$ cat src/bdm_pkg.sv
package bdm_pkg;

    // data memory word
    localparam int unsigned DATA_W         = 8;
    localparam int unsigned ADDR_W         = 8;
    localparam int unsigned FULL_ADDR_W    = 9;

    // special function offsets owned by this block (bank 0)
    localparam logic [7:0] OFF_PORT_B0     = 8'h00;
    localparam logic [7:0] OFF_PTR_B0      = 8'h01;
    localparam logic [7:0] OFF_PORT_ANY    = 8'h02;
    localparam logic [7:0] OFF_PTR_ANY     = 8'h03;
    localparam logic [7:0] OFF_BANK_SEL    = 8'h04;

    // mapped area bounds
    localparam logic [7:0] SFR_START       = 8'h00;
    localparam logic [7:0] SFR_LAST        = 8'h3F;
    localparam logic [7:0] GPR_START       = 8'h40;
    localparam logic [7:0] GPR_LAST        = 8'hBF;
    localparam int unsigned GPR_DEPTH      = 128;

    // bank 1 location
    localparam logic [7:0] OFF_EEPROM_CTRL = 8'h40;

    // bank select field
    localparam int unsigned BANK_BIT       = 0;
    localparam logic [7:0] BANK_SEL_RST    = 8'h00;
    localparam logic [7:0] READ_ZERO       = 8'h00;

    typedef enum logic [2:0] {
        TGT_NONE = 3'b001,
        TGT_GPR  = 3'b010,
        TGT_EXT  = 3'b100
    } bdm_target_t;

endpackage : bdm_pkg

$ cat src/bdm_data_memory.sv
`timescale 1ns/100ps

module bdm_data_memory
    import bdm_pkg::*;
(
    // clock and reset
    input  wire logic                 clk_sys,
    input  wire logic                 rst,
    input  wire logic                 wdt_idle_reset,
    // core access port
    input  wire logic                 core_rd,
    input  wire logic                 core_wr,
    input  wire logic                 core_bit_op,
    input  wire logic                 core_bit_set,
    input  wire logic [2:0]           core_bit_idx,
    input  wire logic [ADDR_W-1:0]    core_addr,
    input  wire logic [DATA_W-1:0]    core_wdata,
    output logic      [DATA_W-1:0]    core_rdata,
    output logic                      core_rvalid,
    // other special function registers
    output logic                      ext_rd,
    output logic                      ext_wr,
    output logic                      ext_bank,
    output logic      [ADDR_W-1:0]    ext_addr,
    output logic      [DATA_W-1:0]    ext_wdata,
    input  wire logic [DATA_W-1:0]    ext_rdata,
    input  wire logic                 ext_hit,
    input  wire logic                 ext_read_only,
    // status
    output logic                      bank_select_bit
);

    // general RAM has no reset; software initialises it before use
    // one flip-flop byte per location, picked by index
    logic [DATA_W-1:0] gpr_q [GPR_DEPTH];
    logic [DATA_W-1:0] pointer_bank0_q;
    logic [DATA_W-1:0] pointer_any_bank_q;
    logic              bank_q;

    // the two indirect ports are addresses, not storage
    function automatic logic is_port(input logic [7:0] a);
        is_port = (a == OFF_PORT_B0) || (a == OFF_PORT_ANY);
    endfunction : is_port

    function automatic logic is_gpr(input logic [7:0] a);
        is_gpr = (a >= GPR_START) && (a <= GPR_LAST);
    endfunction : is_gpr

    // pointers and bank select live here; every other special is outside
    function automatic logic is_local(input logic [7:0] a);
        is_local = (a >= OFF_PTR_B0) && (a <= OFF_BANK_SEL);
    endfunction : is_local

    // strobes leave the block only for specials held elsewhere
    function automatic logic goes_out(input bdm_target_t t, input logic local_hit);
        goes_out = (t == TGT_EXT) && !local_hit;
    endfunction : goes_out

    // unused bits of the bank register read as zero
    function automatic logic [7:0] bank_read(input logic b);
        bank_read = {7'h00, b};
    endfunction : bank_read

    // bank 1 answers only in the specials window and at eeprom control
    function automatic logic bank1_hit(input logic [7:0] a);
        bank1_hit = (a == OFF_EEPROM_CTRL) || (a <= SFR_LAST);
    endfunction : bank1_hit

    // effective address resolution
    logic                   acc_bank;
    logic [ADDR_W-1:0]      acc_addr;
    logic                   acc_void;
    logic                   acc_rd;
    logic                   acc_wr;
    logic [DATA_W-1:0]      acc_old;
    logic [DATA_W-1:0]      acc_wdata;
    logic [6:0]             gpr_idx;
    bdm_target_t            tgt;

    // a pointer aimed at a port would recurse, so that access is void
    always_comb begin
        acc_bank = 1'b0;
        acc_addr = core_addr;
        acc_void = 1'b0;
        case (core_addr)
            OFF_PORT_B0: begin
                acc_addr = pointer_bank0_q;
                acc_bank = 1'b0;
                acc_void = is_port(pointer_bank0_q);
            end
            OFF_PORT_ANY: begin
                acc_addr = pointer_any_bank_q;
                acc_bank = bank_q;
                acc_void = is_port(pointer_any_bank_q);
            end
            default: begin
                acc_void = 1'b0;
            end
        endcase
    end

    assign gpr_idx = 7'(acc_addr - GPR_START);

    // pick the storage group that answers this access
    always_comb begin
        if (acc_void) begin
            tgt = TGT_NONE;
        end else if (!acc_bank && is_gpr(acc_addr)) begin
            tgt = TGT_GPR;
        end else if (!acc_bank && acc_addr <= SFR_LAST) begin
            tgt = TGT_EXT;
        end else if (acc_bank && bank1_hit(acc_addr)) begin
            tgt = TGT_EXT;
        end else begin
            tgt = TGT_NONE;
        end
    end

    // local specials bypass the external path
    logic local_sfr;
    assign local_sfr = (tgt == TGT_EXT) && is_local(acc_addr);

    // old value feeds both reads and bit updates
    always_comb begin
        case (tgt)
            TGT_GPR: acc_old = gpr_q[gpr_idx];
            TGT_EXT: begin
                if (local_sfr) begin
                    case (acc_addr)
                        OFF_PTR_B0:   acc_old = pointer_bank0_q;
                        OFF_PTR_ANY:  acc_old = pointer_any_bank_q;
                        OFF_BANK_SEL: acc_old = bank_read(bank_q);
                        default:      acc_old = READ_ZERO;
                    endcase
                end else begin
                    acc_old = ext_hit ? ext_rdata : READ_ZERO;
                end
            end
            default: acc_old = READ_ZERO;
        endcase
    end

    // one-hot mask of the bit that a bit update touches
    logic [DATA_W-1:0] bit_mask;
    genvar bi;
    generate
        for (bi = 0; bi < DATA_W; bi++) begin : g_bit
            assign bit_mask[bi] = (core_bit_idx == 3'(bi));
        end
    endgenerate

    always_comb begin
        acc_wdata = core_wdata;
        if (core_bit_op) begin
            acc_wdata = core_bit_set ? (acc_old | bit_mask) : (acc_old & ~bit_mask);
        end
    end

    // a bit update is a write of the merged old value
    assign acc_rd = core_rd;
    assign acc_wr = core_wr || core_bit_op;

    // write qualifiers, one per storage group
    logic wr_gpr;
    logic wr_ptr_b0;
    logic wr_ptr_any;
    logic wr_bank;
    logic ext_sel;

    assign wr_gpr     = acc_wr && (tgt == TGT_GPR);
    assign wr_ptr_b0  = acc_wr && local_sfr && (acc_addr == OFF_PTR_B0);
    assign wr_ptr_any = acc_wr && local_sfr && (acc_addr == OFF_PTR_ANY);
    assign wr_bank    = acc_wr && local_sfr && (acc_addr == OFF_BANK_SEL);
    assign ext_sel    = goes_out(tgt, local_sfr);

    // general purpose RAM
    genvar gi;
    generate
        for (gi = 0; gi < GPR_DEPTH; gi++) begin : g_gpr
            always_ff @(posedge clk_sys) begin
                if (wr_gpr && gpr_idx == 7'(gi)) begin
                    gpr_q[gi] <= acc_wdata;
                end
            end
        end
    endgenerate

    // memory pointers
    always_ff @(posedge clk_sys) begin
        if (rst) begin
            pointer_bank0_q <= 8'h00;
        end else if (wr_ptr_b0) begin
            pointer_bank0_q <= acc_wdata;
        end
    end

    // second pointer, paired with the any-bank port
    always_ff @(posedge clk_sys) begin
        if (rst) begin
            pointer_any_bank_q <= 8'h00;
        end else if (wr_ptr_any) begin
            pointer_any_bank_q <= acc_wdata;
        end
    end

    // bank select; a watchdog wake-up reset leaves it where software put it
    always_ff @(posedge clk_sys) begin
        if (rst && !wdt_idle_reset) begin
            bank_q <= BANK_SEL_RST[BANK_BIT];
        end else if (!rst && wr_bank) begin
            bank_q <= acc_wdata[BANK_BIT];
        end
    end

    // read answer valid one cycle after the request
    always_ff @(posedge clk_sys) begin
        if (rst) begin
            core_rvalid <= 1'b0;
        end else begin
            core_rvalid <= acc_rd;
        end
    end

    // read data holds until the next read
    always_ff @(posedge clk_sys) begin
        if (rst) begin
            core_rdata <= READ_ZERO;
        end else if (acc_rd) begin
            core_rdata <= acc_old;
        end
    end

    // read strobe toward the outside specials
    always_ff @(posedge clk_sys) begin
        if (rst) begin
            ext_rd <= 1'b0;
        end else begin
            ext_rd <= acc_rd && ext_sel;
        end
    end

    // write strobe, withheld for read-only specials
    always_ff @(posedge clk_sys) begin
        if (rst) begin
            ext_wr <= 1'b0;
        end else begin
            ext_wr <= acc_wr && ext_sel && !ext_read_only;
        end
    end

    // bank, address and data travel with the strobe as one cycle
    always_ff @(posedge clk_sys) begin
        if (rst) begin
            ext_bank <= 1'b0;
        end else begin
            ext_bank <= acc_bank;
        end
    end

    // resolved address, after any pointer substitution
    always_ff @(posedge clk_sys) begin
        if (rst) begin
            ext_addr <= 8'h00;
        end else begin
            ext_addr <= acc_addr;
        end
    end

    // write data, already merged for bit updates
    always_ff @(posedge clk_sys) begin
        if (rst) begin
            ext_wdata <= 8'h00;
        end else begin
            ext_wdata <= acc_wdata;
        end
    end

    // registered copy of the bank bit for neighbouring blocks
    always_ff @(posedge clk_sys) begin
        if (rst && !wdt_idle_reset) begin
            bank_select_bit <= 1'b0;
        end else if (!rst) begin
            bank_select_bit <= bank_q;
        end
    end

endmodule : bdm_data_memory

$ cat config.mk
export PLATFORM = sky130hd
export DESIGN_NAME = bdm_data_memory
export DESIGN_NICKNAME = d
export VERILOG_FILES = /design/src/bdm_pkg.sv /design/src/bdm_data_memory.sv
export SDC_FILE = /design/constraint.sdc
export NUM_CORES = 1
export LEC_CHECK = 0
export ABC_CLOCK_PERIOD_IN_PS = 15700
export BUFFER_PORTS_ARGS = -buffer_cell sky130_fd_sc_hd__buf_2
export CORE_ASPECT_RATIO = 1.2
export CORE_MARGIN = 2
export CORE_UTILIZATION = 35
export DETAILED_ROUTE_END_ITERATION = 16
export GPL_TIMING_DRIVEN = 0
export HOLD_SLACK_MARGIN = 0.05
export PLACE_DENSITY = 0.46
export REMOVE_ABC_BUFFERS = 1
export SLEW_MARGIN = 20
export SYNTH_ARGS = -nofsm -noshare
export SYNTH_HDL_FRONTEND = slang
export SYNTH_SLANG_ARGS = --single-unit
export TNS_END_PERCENT = 1
$ cat constraint.sdc
create_clock -name clk_sys -period 15.7 [get_ports clk_sys]
set_input_delay 0.785 -clock clk_sys [delete_from_list [all_inputs] [get_ports clk_sys]]
set_output_delay 0.785 -clock clk_sys [all_outputs]
set_load 0.005 [all_outputs]
==> reports/results.tsv <==
metric	value	unit
vias post-DR	27900	
die width	326	um
die area	127000	um2
Routed Antenna Nets	0	
Avg WL per Cell	30.1	um
Worst Hold Depth	2	
Placer Congestion	0.819	
maximum vdd drop	0.0000737	V
chip height	391	um
share of layout cells above drive strength 1	12.5	%
Final setup viols	0	
Final Skew	53.4	ps
most area-hungry cell type in the Yosys netlist	edfxtp_1	
clock root cell	clkbuf_16	
Async S/R FF share, synth	0	%
clock period minus worst slack	7450	ps
largest net degree at the start of global routing	93	
# DRC	0	
pwr/cell area	123	nW/um2
Clock Sinks	1070	
vias per cell	5.64	
WS Path Type	input pin to register	
leakage	17.2	nW
Cell Rows	141	
placed inst area	47500	um2
startpoint types	input pin	
Fillers	11300	
Starting Density	35.3	%
Setup WS pre-CTS	7630	ps
H-tree lvl count	3	
Critical Path RT	16180	ps
first-pass GRT wire length	208000	um
total negative slack	0	ps
Crit path arrival time	7930	ps
CTS max path bufs	3	
Final Instance Area	50900	um2
run status	complete, no violations	
Worst-Skew Late Latency	710	ps
initial antenna violation count	4	
Final HPWL DP	99400	um
ranking of synthesized cells by area	edfxtp_1 71%, nand2_1 5.5%, mux2i_1 5.1%	
RSZ-0062 raised after global routing	no	
clock edge transition at the registers on the reported setup and hold paths	60	ps
Layout area overhead	16.7	%
Worst-Margin Slew	1190	ps
core area	123000	um2
total wire length	149000	um
Post-Syn Area	43600	um2
worst min path class	input pin to register	
Layout Nets	3271	
Synth warnings	0	
Slew Limit Headroom	20.7	%
fin crit share	47.5	%
Top FF cell, synth	edfxtp_1	
endpoints failing hold	0	
FF+latch count, synth	1070	
Max Slew Vio Count	0	
R2R cell count	16	
Post-CTS Resized	0	
CTS tree	built	
input/output buffers	64	
Avg Inst Size Synth	13.8	um2
CTS buffer count	105	
drt first pass iters	6	
crit path max fanout	55	
worst setup margin	8250	ps
Boundary Pins	65	
Iter 0 DRT Violations	2896	
Post-synth EDFFs	1024	
Final Power	6.23	mW
Max Clk Rate	134	MHz
Mapped Cells	3150	
critical path capture point type	register	
Hold-fix buffers, CTS	0	
setup bufs post-CTS	0	
max cap viols	0	
GRT overflow	0	
number of global-route vias before repair	26800	
top cell type's share of synthesized area	70.6	%
count of cell types in the netlist	83	
Tot GR Track Use	23.1	%
sequential area share after synthesis	72.7	%
[flip-flops by register name (all words and copies together) (netlist names)]
name,flops
pointer_any_bank_q,8
core_rvalid,1
pointer_bank0_q,8
gpr_q,1024
ext_wr,1
ext_addr,8
bank_q,1
bank_select_bit,1
ext_bank,1
ext_wdata,8
ext_rd,1
core_rdata,8
[routing by layer]
metal	routed length, um	global-route usage (%)
met5	13	0
met2	70500	37.5
met3	11000	3.45
met1	61200	30.9
met4	6720	10.2
[critical path, cell delays in order]
cell and delay [ps]:
buf_2 160, nor3_2 650, buf_4 340, a31o_4 410, buf_12 280, buf_12 270, buf_16 270, buf_16 280
buf_12 280, nand2_1 80, nand3_1 100, a21oi_1 110, o41ai_1 1020, o2111ai_1 570, a211oi_1 920, a31o_4 570
buf_16 290, buf_16 290
[synthesized netlist by cell type, types with 6 or more instances]
master,number
a2111oi_0,8
a211o_1,9
a211oi_1,20
a21oi_1,86
a221oi_1,9
a311oi_1,7
a31oi_1,22
a32o_1,14
a32oi_1,49
a41o_1,7
a41oi_1,13
and2_1,9
and3_1,74
buf_1,18
buf_2,80
buf_4,12
buf_6,6
clkbuf_1,80
dfxtp_1,46
edfxtp_1,1024
inv_1,14
mux2_2,9
mux2i_1,221
mux4_2,10
nand2_1,636
nand3_1,183
nand4_1,12
nor2_1,213
nor2b_1,7
nor3_1,20
nor4_1,15
o21ai_0,43
o21ai_1,13
o22ai_1,47
o31ai_1,8
o41ai_1,10
[stage by stage]
stage | utilization [%] | instances | hold WS (ps)
5_1_grt | 41.2 | 4956 | 258
3_3_place_gp | 36.5 | 4662 | 464
3_5_place_dp | 38.5 | 4769 | 462
4_1_cts | 41.2 | 4956 | 236
6_report | 41.2 | 4958 | 270
2_1_floorplan | - | 2954 | 449
[power breakdown]
part | switching (mW) | internal [mW]
combinational | 0.379 | 0.153
sequential | 0.00290 | 3.20
clock | 1.08 | 1.42
[cell type report]
cell class	count	area, um2	area share [%]
Inverter	14	67.6	0.133
Antenna cell	2	5.00	0.00984
Clock buffer	127	2750	5.41
Tap cell	1644	2060	4.04
Multi-Input combinational cell	1870	11300	22.2
Sequential cell	1070	31700	62.3
Clock inverter	60	584	1.15
Timing Repair Buffer	171	2410	4.75
[cell usage in the layout (no fill, tap or decap), types with 20 or more instances in the layout]
master and instances:
buf_16 46, o22ai_1 47, a31oi_1 20, nand2_1 629, clkbuf_16 107, clkbuf_1 20
edfxtp_1 1024, buf_12 20, a21oi_1 83, o21ai_0 43, clkinv_2 20, a32oi_1 49
and3_1 74, buf_2 64, dfxtp_1 46, clkinv_1 22, nand3_1 180, nor2_1 212
mux2i_1 221
[final timing paths]
| kind | startpoint | end | slack, ps |
|---|---|---|---|
| worst max register to register | pointer_any_bank_q[0]$_SDFFE_PP0P_ | gpr_q[119][3]$_DFFE_PP_ | 8800 |
| worst min-delay path | ext_read_only | ext_wr$_SDFF_PP0_ | 270 |
| worst min register to register | bank_select_bit$_SDFFE_PP0N_ | bank_select_bit$_SDFFE_PP0N_ | 470 |
| worst max-delay path | core_addr[5] | gpr_q[119][3]$_DFFE_PP_ | 8250 |
[cells by family after synthesis]
| logic type | count (synthesis) | share of synthesized area, % |
|---|---|---|
| buffers and inverters | 210 | 2.25 |
| flip-flops | 1070 | 72.7 |
| AND/OR/NAND/NOR | 1198 | 11.9 |
| adder cells (fa/ha/maj) | 3 | 0.0862 |
| AO/OA/AOI/OAI | 429 | 7.24 |
| multiplexers | 240 | 5.83 |
Note: power is estimated with default switching activity, not from simulation.
